### src/rtl/lcfg_regs.svh
// Register offsets, field positions, reset values, decode values and LCD clock frequency of the LCD config bank
`ifndef LCFG_REGS_SVH
`define LCFG_REGS_SVH
`define LCFG_OFF_CLKSEL   4'h0
`define LCFG_OFF_SUPPLY   4'h1
`define LCFG_OFF_CTRL1    4'h2
`define LCFG_OFF_CTRL0    4'h3
`define LCFG_OFF_BLINK    4'h4
`define LCFG_OFF_FPEN0    4'h5
`define LCFG_OFF_STATUS   4'hB
`define LCFG_OFF_MASK     4'hC
`define LCFG_NUM_FPEN     6
`define LCFG_CLK_SRC_BIT  7
`define LCFG_PRESCALE_BY_SIXTEEN_BIT    6
`define LCFG_PUMP_EN_BIT  7
`define LCFG_PUMP_MS_BIT  6
`define LCFG_HDRV_BIT     5
`define LCFG_BYPASS_BIT   2
`define LCFG_IRQ_EN_BIT   7
`define LCFG_WAIT_BIT     1
`define LCFG_STOP3_BIT    0
`define LCFG_EN_BIT       7
`define LCFG_LPW_BIT      6
`define LCFG_BLKALL_BIT   7
`define LCFG_RST_CLKSEL   8'h00
`define LCFG_RST_SUPPLY   8'h03
`define LCFG_RST_CTRL1    8'h00
`define LCFG_RST_CTRL0    8'h03
`define LCFG_RST_BLINK    8'h00
`define LCFG_RST_FPEN     8'h00
`define LCFG_SUPPLY_EXT   2'h2
`define LCFG_DUTY_QUARTER 2'h3
`define LCFG_LCDCLK_HZ    32768
`endif

### src/rtl/lcfg_pkg.sv
// Types shared by the LCD configuration bank
package lcfg_pkg;
  typedef enum logic [1:0] {
    LCFG_IDLE = 2'b00,
    LCFG_ACK  = 2'b01
  } lcfg_bus_t;
endpackage

### src/rtl/lcfg_bank.sv
// LCD driver configuration register bank with Avalon-MM slave
//
// The implementer's own choices: the register addresses and register access over Avalon-MM.
`timescale 1ns/1ps
`include "lcfg_regs.svh"
module lcfg_bank
  import lcfg_pkg::*;
#(
  parameter int NUM_FP = 41
)(
  input  wire logic              clk,
  input  wire logic              rst,
  input  wire logic              clk_en,
  input  wire logic [3:0]        avs_address,
  input  wire logic              avs_read,
  input  wire logic              avs_write,
  input  wire logic [31:0]       avs_writedata,
  input  wire logic [3:0]        avs_byteenable,
  output logic      [31:0]       avs_readdata,
  output logic                   avs_waitrequest,
  output logic      [1:0]        avs_response,
  input  wire logic              frame_tick,
  input  wire logic              cpu_wait,
  input  wire logic              cpu_stop3,
  output logic                   lcd_clk_from_bus,
  output logic                   prescale_by_sixteen,
  output logic      [5:0]        clk_adjust,
  output logic                   pump_enable,
  output logic                   pump_multiplier_sel,
  output logic                   high_drive_buffer,
  output logic      [1:0]        pump_clock_adjust,
  output logic                   buffer_bypass,
  output logic      [1:0]        supply_select,
  output logic                   external_panel_supply,
  output logic                   low_power_waveform,
  output logic      [1:0]        duty_select,
  output logic                   quarter_duty,
  output logic      [2:0]        frame_rate_select,
  output logic                   blink_all_select,
  output logic      [2:0]        blink_rate,
  output logic                   module_enable,
  output logic                   display_active,
  output logic      [NUM_FP-1:0] frontplane_drive,
  output logic                   irq
);

  logic [7:0]  clksel_r;
  logic [7:0]  supply_r;
  logic [7:0]  ctrl1_r;
  logic [7:0]  ctrl0_r;
  logic [7:0]  blink_r;
  logic [7:0]  fpen_r [`LCFG_NUM_FPEN];
  logic        flag_r;
  logic        mask_r;
  lcfg_bus_t   bus_r;
  logic        req;
  logic        wr_ok;
  logic        mapped;
  logic [7:0]  rd_byte;
  logic [47:0] fp_flat;

  assign req    = (avs_read || avs_write) && bus_r == LCFG_IDLE;
  assign mapped = avs_address <= `LCFG_OFF_MASK;
  assign wr_ok  = clk_en && req && avs_write && avs_byteenable[0];

  // One wait state per access, then acknowledge
  always_ff @(posedge clk)
  begin
    if (rst)
      bus_r <= LCFG_IDLE;
    else if (clk_en)
    begin
      if (req)
        bus_r <= LCFG_ACK;
      else
        bus_r <= LCFG_IDLE;
    end
  end

  always_ff @(posedge clk)
  begin
    if (rst)
      avs_waitrequest <= 1'b1;
    else if (clk_en)
      avs_waitrequest <= ~req;
  end

  // Clock select register, byte lane 0
  always_ff @(posedge clk)
  begin
    if (rst)
      clksel_r <= `LCFG_RST_CLKSEL;
    else if (wr_ok && avs_address == `LCFG_OFF_CLKSEL)
      clksel_r <= avs_writedata[7:0];
  end

  // Supply control register
  always_ff @(posedge clk)
  begin
    if (rst)
      supply_r <= `LCFG_RST_SUPPLY;
    else if (wr_ok && avs_address == `LCFG_OFF_SUPPLY)
      supply_r <= avs_writedata[7:0];
  end

  // Control one register
  always_ff @(posedge clk)
  begin
    if (rst)
      ctrl1_r <= `LCFG_RST_CTRL1;
    else if (wr_ok && avs_address == `LCFG_OFF_CTRL1)
      ctrl1_r <= avs_writedata[7:0];
  end

  // Control zero register
  always_ff @(posedge clk)
  begin
    if (rst)
      ctrl0_r <= `LCFG_RST_CTRL0;
    else if (wr_ok && avs_address == `LCFG_OFF_CTRL0)
      ctrl0_r <= avs_writedata[7:0];
  end

  // Blink control register
  always_ff @(posedge clk)
  begin
    if (rst)
      blink_r <= `LCFG_RST_BLINK;
    else if (wr_ok && avs_address == `LCFG_OFF_BLINK)
      blink_r <= avs_writedata[7:0];
  end

  // Interrupt mask bit
  always_ff @(posedge clk)
  begin
    if (rst)
      mask_r <= 1'b0;
    else if (wr_ok && avs_address == `LCFG_OFF_MASK)
      mask_r <= avs_writedata[0];
  end

  // Frontplane enable registers
  genvar g;
  generate
    for (g = 0; g < `LCFG_NUM_FPEN; g++)
    begin : g_fpen
      always_ff @(posedge clk)
      begin
        if (rst)
          fpen_r[g] <= `LCFG_RST_FPEN;
        else if (wr_ok && avs_address == `LCFG_OFF_FPEN0 + 4'(g))
          fpen_r[g] <= avs_writedata[7:0];
      end
      assign fp_flat[g*8 +: 8] = fpen_r[g];
    end
  endgenerate

  // Frame flag: set wins over write-one-to-clear
  always_ff @(posedge clk)
  begin
    if (rst)
      flag_r <= 1'b0;
    else if (clk_en)
    begin
      if (frame_tick)
        flag_r <= 1'b1;
      else if (wr_ok && avs_address == `LCFG_OFF_STATUS && avs_writedata[0])
        flag_r <= 1'b0;
    end
  end

  always_comb
  begin
    rd_byte = 8'h00;
    case (avs_address)
      `LCFG_OFF_CLKSEL: rd_byte = clksel_r;
      `LCFG_OFF_SUPPLY: rd_byte = supply_r;
      `LCFG_OFF_CTRL1:  rd_byte = ctrl1_r;
      `LCFG_OFF_CTRL0:  rd_byte = ctrl0_r;
      `LCFG_OFF_BLINK:  rd_byte = blink_r;
      `LCFG_OFF_STATUS: rd_byte = {7'h00, flag_r};
      `LCFG_OFF_MASK:   rd_byte = {7'h00, mask_r};
      default:
      begin
        if (avs_address >= `LCFG_OFF_FPEN0 && avs_address < `LCFG_OFF_STATUS)
          rd_byte = fpen_r[3'(avs_address - `LCFG_OFF_FPEN0)];
      end
    endcase
  end

  always_ff @(posedge clk)
  begin
    if (rst)
    begin
      avs_readdata <= 32'h0000_0000;
      avs_response <= 2'h0;
    end
    else if (clk_en && req)
    begin
      avs_readdata <= avs_read ? {24'h00_0000, rd_byte} : 32'h0000_0000;
      avs_response <= mapped ? 2'h0 : 2'h3;
    end
  end

  // Clock source and scaling outputs
  always_ff @(posedge clk)
  begin
    if (rst)
    begin
      lcd_clk_from_bus    <= 1'b0;
      prescale_by_sixteen <= 1'b0;
      clk_adjust          <= 6'h00;
    end
    else if (clk_en)
    begin
      lcd_clk_from_bus    <= clksel_r[`LCFG_CLK_SRC_BIT];
      prescale_by_sixteen <= clksel_r[`LCFG_PRESCALE_BY_SIXTEEN_BIT];
      clk_adjust          <= clksel_r[5:0];
    end
  end

  // Charge pump and supply outputs
  always_ff @(posedge clk)
  begin
    if (rst)
    begin
      pump_enable           <= 1'b0;
      pump_multiplier_sel   <= 1'b0;
      high_drive_buffer     <= 1'b0;
      pump_clock_adjust     <= 2'h0;
      buffer_bypass         <= 1'b0;
      supply_select         <= 2'h3;
      external_panel_supply <= 1'b0;
    end
    else if (clk_en)
    begin
      pump_enable           <= supply_r[`LCFG_PUMP_EN_BIT];
      pump_multiplier_sel   <= supply_r[`LCFG_PUMP_MS_BIT];
      high_drive_buffer     <= supply_r[`LCFG_HDRV_BIT];
      pump_clock_adjust     <= supply_r[4:3];
      buffer_bypass         <= supply_r[`LCFG_BYPASS_BIT];
      supply_select         <= supply_r[1:0];
      external_panel_supply <= supply_r[1:0] == `LCFG_SUPPLY_EXT;
    end
  end

  // Duty, waveform and frame rate outputs
  always_ff @(posedge clk)
  begin
    if (rst)
    begin
      low_power_waveform <= 1'b0;
      duty_select        <= `LCFG_DUTY_QUARTER;
      quarter_duty       <= 1'b1;
      frame_rate_select  <= 3'h0;
    end
    else if (clk_en)
    begin
      low_power_waveform <= ctrl0_r[`LCFG_LPW_BIT];
      duty_select        <= ctrl0_r[1:0];
      quarter_duty       <= ctrl0_r[1:0] == `LCFG_DUTY_QUARTER;
      frame_rate_select  <= ctrl0_r[5:3];
    end
  end

  // Blink outputs
  always_ff @(posedge clk)
  begin
    if (rst)
    begin
      blink_all_select <= 1'b0;
      blink_rate       <= 3'h0;
    end
    else if (clk_en)
    begin
      blink_all_select <= blink_r[`LCFG_BLKALL_BIT];
      blink_rate       <= blink_r[2:0];
    end
  end

  // Module enable output
  always_ff @(posedge clk)
  begin
    if (rst)
      module_enable <= 1'b0;
    else if (clk_en)
      module_enable <= ctrl0_r[`LCFG_EN_BIT];
  end

  // Display drive gated by enable and low-power modes
  always_ff @(posedge clk)
  begin
    if (rst)
      display_active <= 1'b0;
    else if (clk_en)
      display_active <= ctrl0_r[`LCFG_EN_BIT]
                        && !(cpu_wait && ctrl1_r[`LCFG_WAIT_BIT])
                        && !(cpu_stop3 && ctrl1_r[`LCFG_STOP3_BIT]);
  end

  always_ff @(posedge clk)
  begin
    if (rst)
      frontplane_drive <= '0;
    else if (clk_en)
      frontplane_drive <= fp_flat[NUM_FP-1:0];
  end

  always_ff @(posedge clk)
  begin
    if (rst)
      irq <= 1'b0;
    else if (clk_en)
      irq <= flag_r && (ctrl1_r[`LCFG_IRQ_EN_BIT] || mask_r);
  end

endmodule

### config.mk
export PLATFORM = sky130hd
export DESIGN_NAME = lcfg_bank
export DESIGN_NICKNAME = d
export VERILOG_FILES = /design/src/rtl/lcfg_pkg.sv /design/src/rtl/lcfg_bank.sv
export VERILOG_INCLUDE_DIRS = /design/src /design/src/rtl
export SDC_FILE = /design/constraint.sdc
export NUM_CORES = 1
export LEC_CHECK = 0
export ABC_AREA = 1
export BUFFER_PORTS_ARGS = -buffer_cell sky130_fd_sc_hd__buf_2
export CAP_MARGIN = 0
export CORE_MARGIN = 3
export CORE_UTILIZATION = 55
export DETAILED_ROUTE_END_ITERATION = 12
export PLACE_DENSITY = 0.88
export SETUP_SLACK_MARGIN = 0.4
export SLEW_MARGIN = 20
export SYNTH_ARGS = -nofsm -noshare
export SYNTH_HDL_FRONTEND = slang
export SYNTH_SLANG_ARGS = --single-unit
### constraint.sdc
create_clock -name clk -period 2.6 [get_ports clk]
set_input_delay 0 -clock clk [delete_from_list [all_inputs] [get_ports clk]]
set_output_delay 0 -clock clk [all_outputs]
set_load 0.01 [all_outputs]
# --- Word level (Yosys, flattened, before mapping) ---
# Memories as Yosys holds them, arrays and structs flattened. A register that Yosys moved wholly into a read port is not among the register bits.
# Cells that the tools add are included.
op_classes:
  n_bitwise: 7
  n_eq_ne: 14
  order_cmp: 3
  reduce_logical: 32
  n_addsub: 1
  n_mux: 33
ops:
  columns: ["operator", "count"]
  rows:
  - ["$mux 8", 8]
  - ["$pmux 8 s7", 1]
  - ["$logic_and 1x1->1", 24]
  - ["$mux 1", 23]
  - ["$eq 4x4->1 const B", 5]
  - ["$eq 4x3->1 const B", 4]
  - ["$eq 4x2->1 const B", 2]
  - ["$or 1x1->1", 6]
  - ["$eq 2x2->1 const B", 2]
  - ["$eq 4x1->1 const B", 1]
  - ["$ge 4x3->1 const B", 1]
  - ["$le 4x4->1 const B", 1]
  - ["$logic_not 4->1", 1]
  - ["$lt 4x4->1 const B", 1]
  - ["$sub 3x3->3 const B", 1]
  - ["$logic_not 1->1", 2]
  - ["$logic_not 2->1", 1]
  - ["$logic_or 1x1->1", 2]
  - ["$mux 2", 1]
  - ["$reduce_and 2->1", 1]
  - ["$reduce_bool 2->1", 1]
  - ["$not 1->1", 1]
word_totals:
  mem_count: 1
  ramBits: 48
  inputBits: 48
  register_bits: 110
  out_inout_bits: 107
  elab_cells: 121
mem_list:
  columns: ["name", "words", "word_bits", "rd", "rd_ports_with_merged_regs", "write_ports", "line_no", "source"]
  rows:
  - ["fpen_r", 6, 8, 7, 6, 6, "lcfg_bank.sv:52", "logic [7:0] fpen_r [`LCFG_NUM_FPEN];"]

# --- Depth between registers and ports, before layout ---
# Gate-level depths: netlist of the first run.
logic_depth:
  word_depth: 10
  ltp_mapped: 14
  mapped_depth_nobuf: 11

# --- Worst setup path after synthesis of the first run ---
# No wires, ideal clock.
synth_path:
  path_kind: "input to register"
  startpoint: "input avs_address[0]"
  endpoint: "memory fpen_r[1][0], enable pin"
  setup_slack_ns: 0.587
  arrival_time_ns: 1.626
  setup_ns: 0.387
  n_path_buf: 2
  t_required_ns: 2.213
  stages: 6
  path_cell_list: "buf_2 clkinv_1 buf_2 ha_1 inv_1 o31ai_1"
synth_lines:
  columns: ["element", "line_no", "source"]
  rows:
  - ["start: declaration", "lcfg_bank.sv:14", "input wire logic [3:0] avs_address,"]
  - ["end: declaration", "lcfg_bank.sv:52", null]

# --- Worst setup path after layout of the first run ---
layout_path:
  startpoint: "register ctrl0_r[7]"
  endpoint: "register display_active"
layout_between:
  elab_chain_len: 2
layout_lines:
  columns: ["element", "line_no", "source"]
  rows:
  - ["start: declaration", "lcfg_bank.sv:50", "logic [7:0] ctrl0_r;"]
  - ["start signal: assignment", "lcfg_bank.sv:119", "ctrl0_r <= `LCFG_RST_CTRL0;"]
  - ["start signal: assignment", "lcfg_bank.sv:121", "ctrl0_r <= avs_writedata[7:0];"]
  - ["$logic_and 1x1->1 (2 in a row)", "lcfg_bank.sv:296", "display_active <= ctrl0_r[`LCFG_EN_BIT]"]
  - ["end signal: assignment", "lcfg_bank.sv:296", null]
  - ["end: declaration", "lcfg_bank.sv:42", "output logic display_active,"]
# Every way passes these cells.
# A chain may end at the register's enable or synchronous reset.

==> results of run 1 <==
-- repair_timing --
action | CTS | global route
hold buffers | 8 | 0
gates resized for setup | 0 | 1
endpoints found under the hold margin | 16 | 0
setup buffers | 0 | 0
endpoints found under the setup margin | 0 | 1
-- flip-flops by register name, indices dropped and copies added (netlist names), 2 cells and up --
name and cells:
pump_clock_adjust 2, blink_rate 3, frontplane_drive 41, fpen_r 48, blink_r 8, ctrl0_r 8
clk_adjust 6, supply_r 8, frame_rate_select 3, clksel_r 8, supply_select 2, avs_readdata 8
duty_select 2, ctrl1_r 8
-- final cells by class --
type	instances	area [µm²]
fillers	1090	4410
flip-flops and latches	173	3940
multi-input cells	627	2870
repair buffers	123	689
clock buffers	19	454
well taps	172	215
inverters	52	199
clock inverters	13	87.6
-- placed cells by master, fill, tap and decap left out, types with 24 or more instances in the layout --
| cell type | count |
|---|---|
| nor2_1 | 192 |
| conb_1 | 24 |
| nand3_1 | 59 |
| inv_1 | 41 |
| dfxtp_1 | 125 |
| buf_2 | 103 |
| o21ai_0 | 107 |
| edfxtp_1 | 48 |
| nand2_1 | 126 |
| a21oi_1 | 75 |
-- synthesized netlist by cell type --
master,n
a211oi_1,2
dfxtp_1,125
nor2_1,192
buf_4,31
nand3_1,59
inv_2,5
clkbuf_1,35
conb_1,1
nand4_1,8
nor2_8,1
a21oi_1,75
nand2_2,2
nor2_4,1
ha_1,5
nand3_4,1
clkinv_1,3
nor3_4,1
o21ai_0,108
a31oi_1,1
nor2_2,1
o31ai_1,5
edfxtp_1,48
o211ai_1,6
nand2_1,126
a21oi_2,3
a311oi_1,1
inv_1,42
a211oi_2,1
inv_4,1
o21ai_1,3
buf_1,2
buf_6,3
buf_2,13
a221o_1,1
clkinv_2,1
-- final timing paths --
check | from | end | slack (ns) | cells past startpoint
worst max-delay path | ctrl0_r[7]$_SDFFE_PP0P_ | display_active$_SDFFE_PP0P_ | 0.49 | 5
worst min-delay path | avs_address[3] | avs_response[0]$_SDFFE_PP0N_ | 0.06 | 3
worst max register to register | ctrl0_r[7]$_SDFFE_PP0P_ | display_active$_SDFFE_PP0P_ | 0.49 | 5
worst min register to register | duty_select[1]$_SDFFE_PP1P_ | duty_select[1]$_SDFFE_PP1P_ | 0.46 | 2
-- cell families (layout without fill, tap and decap cells) --
kind of cell	after synthesis	count (layout)
compound gates	206	206
fa+ha+maj	5	5
buf+inv	136	207
flops	173	173
other cells	1	24
simple gates	392	392
-- per-stage QoR --
step	instance area, µm²	setup slack, ns	hold slack [ns]	cells
2_1_floorplan	7480	0.587	0.130	936
3_3_place_gp	7830	0.568	0.244	1139
3_5_place_dp	7840	0.534	0.256	1139
4_1_cts	8460	0.522	0.0508	1179
5_1_grt	8460	0.404	0.0876	1179
6_report	8460	0.492	0.0617	1179
-- power breakdown --
part	internal [mW]	switching, mW
registers	2.87	0.0521
logic	0.180	0.418
clock network	1.28	1.06
total	4.33	1.53
-- worst min-delay path: cells and delay by family --
family / cells / cell delay (ns)
buffers and inverters: 1 / 0.17
AOI/OAI and AO/OA: 2 / 0.27
-- per-layer routing --
metal / vias up / global-route usage (%) / wire length [µm]
met5: - / 0 / 0
met4: 0 / 11.9 / 653
met3: 56 / 6.69 / 1320
met2: 289 / 44.6 / 9600
met1: 3034 / 32.7 / 7830
li1: 3129 / - / -
==> flow_summary_export.csv, run 1 <==
group,metric,value,unit
status,status,"finished clean",
routing,drt_iter0_markers,702,
global_route,grt_pass1_wl,30.4,mm
sta,setup_viol,0,
setup_path,required,2.97,ns
synth,ys_seq_area_share,53.3,%
floorplanning,io_pins,155,
synth,synth.largest_area_cell,"dfxtp_1",
place,hpwl,12.7,mm
sta,drv_slew,0,
synth,ys_types,35,
synth,synth_compound_area_share,14.8,%
setup_path,crit_path_frequent_cell,"dlygate4sd3_1",
setup_path,slowest_delay,0.59,ns
cts,htree_levels,4,
synth,synth_top_area_share,33.8,%
floorplanning,core,0.0129,mm²
pwr,power,5.86,mW
setup_path,cp-end-kind,"flop",
global_route,grt_pass1_vias,6002,
setup_path,worstSetupPathType,"flop to flop",
pwr,power_density,693,mW/mm²
setup_path,cp_top_family,"buffers and inverters",
cts,clk_pin_slew,0.07,ns
synth,synth-simple-area-share,21.9,%
routing,drc,0,
routing,wl_per_cell,16.4,µm
setup_path,crit_buf_inv,2,
synth,synth_area,0.00739,mm²
pwr,vdd.ir_drop.worst,0.463,mV
setup_path,slowest_stage,"dlygate4sd3_1",
layout,syn_to_final_growth,14.4,%
synth,synthMuxAreaShare,0,%
sta,clock_skew,0.00996,ns
global_route,track_usage,26.7,%
floorplanning,rows,41,
synth,synthXorXnorAreaFrac,0,%
setup_path,worst_setup_path_start_kind,"flop",
routing,first_pass_iters,5,
job,maxCapViolCount,0,
global_route,antenna_found_initial,0,
sta,rsz0062_at_grt,"no",
place,routabilityCongestion,0.903,
setup_path,crit_fanout,3,
setup_path,arrival,2.48,ns
sta,final.period_utilization,81.1,%
routing,avgViaCountPerCell,5.52,
place,port_buffers,103,
routing,ant_nets,0,
routing,vias,6508,
sta,slew_headroom,41.5,%
layout,diodes,0,
synth,yosys_warnings,0,
routing,routed_wl,19.4,mm
cts,cts_tree,"built",
pwr,leakage,3.82,nW
sta,worst_pin_slew,0.877,ns
layout,drive_above_1_share,16.4,%
synth,synth_area_leaders,"dfxtp_1 (34%), edfxtp_1 (19%), nor2_1 (9.7%), o21ai_0 (7.3%), nand2_1 (6.4%)",
cts,clock_path_buffers,2,
synth,synth_fa_ha_area_share,0.846,%
hold_path,hp-class,"input port to flop",
cts,cts_root_buffer,"clkbuf_16",
synth,syn_avg_cell_area,8.10,µm²
floorplanning,dieArea,0.0149,mm²
layout,final_nets,1047,
sta,final.min_clock_period,2.11,ns
setup_path,worstPathCellList,"nand2_1 > a221o_1 > dlygate4sd3_1 > a21oi_1 > dlygate4sd3_1",
cts,cts_buffers,17,
global_route,overflow,0,
cts,clkLatencyLatePin,0.43,ns
layout,utilization,65.7,%
global_route,grt_max_degree,108,
cts,clock_sinks,173,
sta,clock.fmax,474,MHz
synth,netlist_instances,913,
sta,hold_viol,0,
sta,setup_tns,0,ns
synth,synth-seq-cells,173,
floorplanning,initial_core_util,57.4,%
floorplanning,fp.dieH,122,µm
synth,synth_top_family_by_area,"simple AND/OR/NAND/NOR gates",
floorplanning,die_width,122,µm
Power figures use the tool's default switching activity.
==> run 2, diff against run 1 <==
--- a/config.mk
+++ b/config.mk
@@ -6,7 +6,7 @@
 export SDC_FILE = /design/constraint.sdc
 export NUM_CORES = 1
 export LEC_CHECK = 0
-export ABC_AREA = 1
+export ABC_AREA = 0
 export BUFFER_PORTS_ARGS = -buffer_cell sky130_fd_sc_hd__buf_2
 export CAP_MARGIN = 0
 export CORE_MARGIN = 3
==> constraint.sdc (replaced) <==
create_clock -name clk -period 2.17 [get_ports clk]
set_input_delay 0 -clock clk [delete_from_list [all_inputs] [get_ports clk]]
set_output_delay 0 -clock clk [all_outputs]
set_load 0.01 [all_outputs]
==> flow_summary_export.csv, run 2 <==
group,metric,value,unit
status,status,"finished clean",
setup_path,r2r_setup_slack,0.48,ns
layout,reg_top3,"fpen_r x48, frontplane_drive x41",
setup_path,crit_fanout,10,
layout,final_nets,828,
setup_path,arrival,1.82,ns
global_route,grt_pass1_wl,27.3,mm
pwr,vdd.ir_drop.worst,0.696,mV
floorplanning,io_pins,155,
global_route,grt_max_degree,83,
sta,setup_viol,0,
cts,cts_setup_buffers,0,
setup_path,cp-end-kind,"flop",
routing,ant_nets,0,
sta,final.period_utilization,77.7,%
job,maxCapViolCount,0,
layout,seqCellArea,0.00394,mm²
global_route,overflow,0,
floorplanning,core,0.0128,mm²
synth,ys_types,45,
setup_path,r2r-start,"bus_r[0]$_SDFFE_PP0P_",
synth,netlist_instances,670,
setup_path,worst_setup_path_start_kind,"flop",
setup_path,endpoint,"fpen_r[0][1]$_SDFFCE_PN0P_",
floorplanning,die_width,122,µm
sta,rsz0062_at_grt,"yes",
synth,synth.most_common_cell,"dfxtp_1",
pwr,leakage,4.06,nW
cts,htree_levels,4,
sta,clock_skew,0.00851,ns
layout,utilization,67.6,%
routing,routed_wl,17.5,mm
synth,synth_common_cells,"dfxtp_1 (125), nor2_1 (116), mux2i_1 (113), and2_1 (50), edfxtp_1 (48)",
layout,largest_register_ffs,48,
sta,setup_tns,0,ns
setup_path,worstSetupPathType,"flop to flop",
place,port_buffers,103,
routing,avgViaCountPerCell,5.62,
pwr,power_density,822,mW/mm²
routing,drc,0,
synth,ys_seq_area_share,53.6,%
cts,clk_pin_slew,0.06,ns
layout,fill_cells,929,
setup_path,required,2.31,ns
routing,wl_per_cell,18.2,µm
layout,drive_above_1_share,23.4,%
global_route,track_usage,24.1,%
sta,hold_viol,0,
synth,synthFlopType,"dfxtp_1",
setup_path,rr_worst_depth,4,
setup_path,startpoint,"bus_r[0]$_SDFFE_PP0P_",
sta,slew_headroom,54.6,%
synth,syn_avg_cell_area,11.0,µm²
cts,clock_sinks,173,
layout,multi_input_area,0.00307,mm²
synth,synth-seq-cells,173,
hold_path,hp-class,"input port to flop",
synth,synth_top_area_share,34.0,%
layout,final_common_cell,"dfxtp_1",
synth,synth.largest_area_cell,"dfxtp_1",
layout,syn_to_final_growth,17.9,%
routing,drt_iter0_markers,466,
floorplanning,rows,41,
cts,clkLatencyLatePin,0.43,ns
sta,worst_pin_slew,0.680,ns
place,routabilityCongestion,0.931,
synth,yosys_warnings,0,
place,hpwl,12.1,mm
sta,clock.fmax,593,MHz
routing,first_pass_iters,5,
cts,cts_tree,"built",
floorplanning,dieArea,0.0148,mm²
synth,synth_edf_count,48,
synth,synth_area,0.00735,mm²
floorplanning,fp.dieH,122,µm
layout,layout_common_cells,"dfxtp_1 (125), nor2_1 (116), mux2i_1 (113)",
floorplanning,initial_core_util,57.3,%
layout,top_register,"fpen_r",
synth,async_flop_share,0,%
layout,diodes,0,
global_route,antenna_found_initial,0,
cts,cts_buffers,17,
synth,synth_area_leaders,"dfxtp_1 (34%), edfxtp_1 (20%), mux2i_1 (15%), nor2_1 (5.9%), and2_1 (4.3%)",
global_route,grt_pass1_vias,5195,
sta,drv_slew,0,
cts,cts_root_buffer,"clkbuf_16",
cts,clock_path_buffers,2,
sta,final.min_clock_period,1.69,ns
setup_path,reg2reg_to,"fpen_r[0][1]$_SDFFCE_PN0P_",
routing,vias,5396,
[run 2: cell types whose count changed after synthesis, moves of 8 or more]
cell      before  now
mux2_2         0    9
inv_1         42    6
o21ai_0      108    7
mux2i_1        0  113
nor2_1       192  116
mux4_2         0    8
nand3_1       59    1
and2_1         0   50
a21oi_1       75   24
clkbuf_1      35   22
nand2_1      126   29
[run 2: cells by family (layout without fill, tap and decap cells)]
family / Yosys count / in the layout / share of synthesized area, %
AOI/OAI and AO/OA: 58 / 58 / 5.45
xor gates and xnor gates: 1 / 1 / 0.374
adders and majority gates: 5 / 5 / 0.851
buffers and inverters: 78 / 173 / 5.87
DFF: 173 / 173 / 53.6
muxes: 130 / 130 / 19.2
other: 1 / 24 / 0.0510
and+or+nand+nor: 224 / 224 / 14.6
[run 2: worst min path at each step]
stage                startpoint                       end  slack (ns)  cells past startpoint
6_report       avs_writedata[7]   blink_r[7]$_SDFFE_PP0P_        0.03                      3
5_1_grt        avs_writedata[2]  supply_r[2]$_SDFFE_PP0P_        0.03                      3
4_1_cts        avs_writedata[7]   blink_r[7]$_SDFFE_PP0P_       0.002                      3
3_5_place_dp         frame_tick       flag_r$_SDFFE_PP0P_        0.30                      3
3_3_place_gp         frame_tick       flag_r$_SDFFE_PP0P_        0.29                      3
2_1_floorplan  avs_writedata[5]   blink_r[5]$_SDFFE_PP0P_        0.14                      2
[run 2: per-layer routing]
| metal | up-vias | wire (µm) | global-route usage, % | part of all wire (%) |
|---|---|---|---|---|
| li1 | 2487 | - | - | - |
| met1 | 2601 | 6950 | 31.0 | 40 |
| met2 | 261 | 8530 | 39.3 | 49 |
| met3 | 47 | 1410 | 5.29 | 8.1 |
| met4 | 0 | 570 | 10.2 | 3.3 |
| met5 | - | 0 | 0 | 0 |
[run 2: timing repair]
action / in CTS / in global routing
endpoints found under the setup margin: 33 / 1
gates resized for setup: 2 / 0
hold buffers: 13 / 0
pin swaps: 0 / 0
endpoints found under the hold margin: 52 / 0
[run 2: per-stage QoR]
step	setup WS, ns	hold slack (ns)	cell area (µm²)	std cells	total power, mW
final	0.484	0.0254	8670	960	7.12
after global routing	0.399	0.0301	8670	960	7.33
after CTS	0.489	0.00176	8670	960	7.15
after detailed placement	0.274	0.297	7920	915	4.05
after global placement	0.378	0.289	7920	915	4.02
after floorplan	0.316	0.144	7450	693	3.90
[run 2: cell type report]
type	count	share of cell area, %
Multi-Input combinational cell	442	35.5
Timing Repair Buffer	135	9.29
Clock buffer	17	4.91
Clock inverter	15	2.11
Sequential cell	173	45.5
Tap cell	172	2.48
Inverter	6	0.260
[run 2: report_power, final]
group | internal (mW) | switching, mW | total (mW)
combinational | 0.209 | 0.343 | 0.551
sequential | 3.40 | 0.0536 | 3.45
clock | 1.83 | 1.29 | 3.12
total | 5.44 | 1.69 | 7.12
[run 2: critical path: stages (launching register included)]
cell and delay [ns]:
dfxtp_1 0.32, and4b_2 0.44, nand2_1 0.20, o21ai_0 0.23
buf_4 0.21
==> run 3, diff against run 2 <==
--- a/config.mk
+++ b/config.mk
@@ -6,7 +6,7 @@
 export SDC_FILE = /design/constraint.sdc
 export NUM_CORES = 1
 export LEC_CHECK = 0
-export ABC_AREA = 0
+export ABC_AREA = 1
 export BUFFER_PORTS_ARGS = -buffer_cell sky130_fd_sc_hd__buf_2
 export CAP_MARGIN = 0
 export CORE_MARGIN = 3
==> constraint.sdc (replaced) <==
create_clock -name clk -period 1.75 [get_ports clk]
set_input_delay 0 -clock clk [delete_from_list [all_inputs] [get_ports clk]]
set_output_delay 0 -clock clk [all_outputs]
set_load 0.01 [all_outputs]
==> flow_summary_export.csv, run 3 (synthesis results as in run 1) <==
group,metric,value,unit
status,status,"finished clean",
place,port_buffers,103,
layout,drive_above_1_share,20.4,%
layout,syn_to_final_growth,21.0,%
sta,setup_tns,0,ns
routing,avgViaCountPerCell,5.59,
routing,drc,0,
layout,final_common_cell,"nor2_1",
global_route,overflow,0,
layout,diodes,0,
sta,rsz0062_at_grt,"yes",
setup_path,startpoint,"bus_r[0]$_SDFFE_PP0P_",
cts,cts_buffers,17,
setup_path,worst_setup_path_start_kind,"flop",
global_route,track_usage,26.9,%
pwr,leakage,4.01,nW
sta,setup_viol,0,
setup_path,reg2reg_to,"fpen_r[4][3]$_SDFFCE_PN0P_",
sta,clock.fmax,676,MHz
floorplanning,fp.dieH,122,µm
pwr,vdd.ir_drop.worst,0.885,mV
sta,final.min_clock_period,1.48,ns
setup_path,r2r_setup_slack,0.27,ns
cts,clkLatencyLatePin,0.43,ns
cts,cts_root_buffer,"clkbuf_16",
floorplanning,initial_core_util,57.4,%
sta,hold_viol,0,
job,maxCapViolCount,0,
floorplanning,rows,41,
routing,routed_wl,19.8,mm
cts,cts_tree,"built",
sta,slew_headroom,48.3,%
cts,clock_path_buffers,2,
setup_path,rr_worst_depth,5,
routing,first_pass_iters,5,
cts,clock_sinks,173,
global_route,grt_pass1_wl,30.9,mm
setup_path,arrival,1.58,ns
sta,whs,0.0489,ns
layout,reg_top3,"fpen_r x48, frontplane_drive x41",
place,hpwl,12.9,mm
setup_path,worstSetupPathType,"flop to flop",
sta,drv_slew,0,
layout,layout_common_cells,"nor2_1 (192), dfxtp_1 (124), nand2_1 (122)",
routing,vias,6736,
routing,wl_per_cell,16.4,µm
pwr,power_density,1010,mW/mm²
sta,clock_skew,0.0115,ns
floorplanning,io_pins,155,
global_route,grt_max_degree,89,
place,routabilityCongestion,0.920,
cts,clk_pin_slew,0.06,ns
setup_path,r2r-start,"bus_r[0]$_SDFFE_PP0P_",
routing,ant_nets,0,
setup_path,endpoint,"fpen_r[4][3]$_SDFFCE_PN0P_",
routing,drt_iter0_markers,585,
floorplanning,core,0.0129,mm²
floorplanning,die_width,122,µm
sta,final.period_utilization,84.5,%
layout,largest_register_ffs,48,
setup_path,cp-end-kind,"flop",
layout,final_nets,1074,
sta,worst_pin_slew,0.775,ns
cts,htree_levels,4,
hold_path,hp-class,"input port to flop",
setup_path,crit_fanout,12,
global_route,grt_pass1_vias,6282,
layout,top_register,"fpen_r",
setup_path,required,1.85,ns
floorplanning,dieArea,0.0149,mm²
global_route,antenna_found_initial,1,
## run 3: routing by layer
metal	wire length, µm	up-vias	track usage (%)
li1	-	3188	-
met4	697	2	11.7
met5	7	-	0
met1	7470	3117	31.6
met2	10000	363	46.8
met3	1650	66	6.50
## run 3: stage by stage
step	std cells	total power, mW	setup slack [ns]	area, µm²	utilization [%]
2_1_floorplan	936	5.07	0.280	7630	-
3_3_place_gp	1151	5.31	0.232	8050	62.5
3_5_place_dp	1151	5.33	0.177	8050	62.5
4_1_cts	1201	9.05	0.301	8850	68.8
5_1_grt	1206	9.36	0.215	8940	69.5
6_report	1206	9.05	0.271	8940	69.5
## run 3: worst min-delay path by stage
stage	from	to	slack, ns	cells past startpoint
after global routing	avs_address[2]	avs_response[0]$_SDFFE_PP0N_	0.06	3
after global placement	avs_writedata[1]	supply_r[1]$_SDFFE_PP1P_	0.24	3
after CTS	avs_address[3]	avs_response[0]$_SDFFE_PP0N_	0.04	3
after floorplan	avs_writedata[0]	supply_r[0]$_SDFFE_PP1P_	0.13	2
after detailed placement	avs_writedata[1]	supply_r[1]$_SDFFE_PP1P_	0.25	3
final	avs_address[3]	avs_response[0]$_SDFFE_PP0N_	0.05	3
## run 3: layout make-up
| type | instances | area (µm²) |
|---|---|---|
| Clock inverter | 7 | 76.3 |
| Timing Repair Buffer | 149 | 952 |
| Multi-Input combinational cell | 627 | 3010 |
| Inverter | 52 | 223 |
| Fill cell | 958 | 3930 |
| Sequential cell | 173 | 3950 |
| Clock buffer | 25 | 518 |
| Tap cell | 172 | 215 |
| Timing Repair inverter | 1 | 5.00 |
## run 3: what timing repair did
item                                    CTS  global route
hold buffers                              6             0
resized for setup                         9            16
gates cloned                              1             1
endpoints found under the setup margin  114           123
pin swaps                                 6             2
buffers inserted                         11             4
endpoints found under the hold margin    20             0
## run 3: worst max-delay path, cell delays in order (launching register included)
cell     delay, ns
dfxtp_4       0.36
nor2_8        0.09
nand3_4       0.15
inv_6         0.16
nand2_4       0.08
o21ai_4       0.29
## run 3: where the power goes
group          leakage (nW)  internal (mW)  switching (mW)
registers              1.51           4.27          0.0767
logic                  2.22          0.319           0.654
clock network         0.281           2.21            1.52
total                  4.01           6.80            2.26
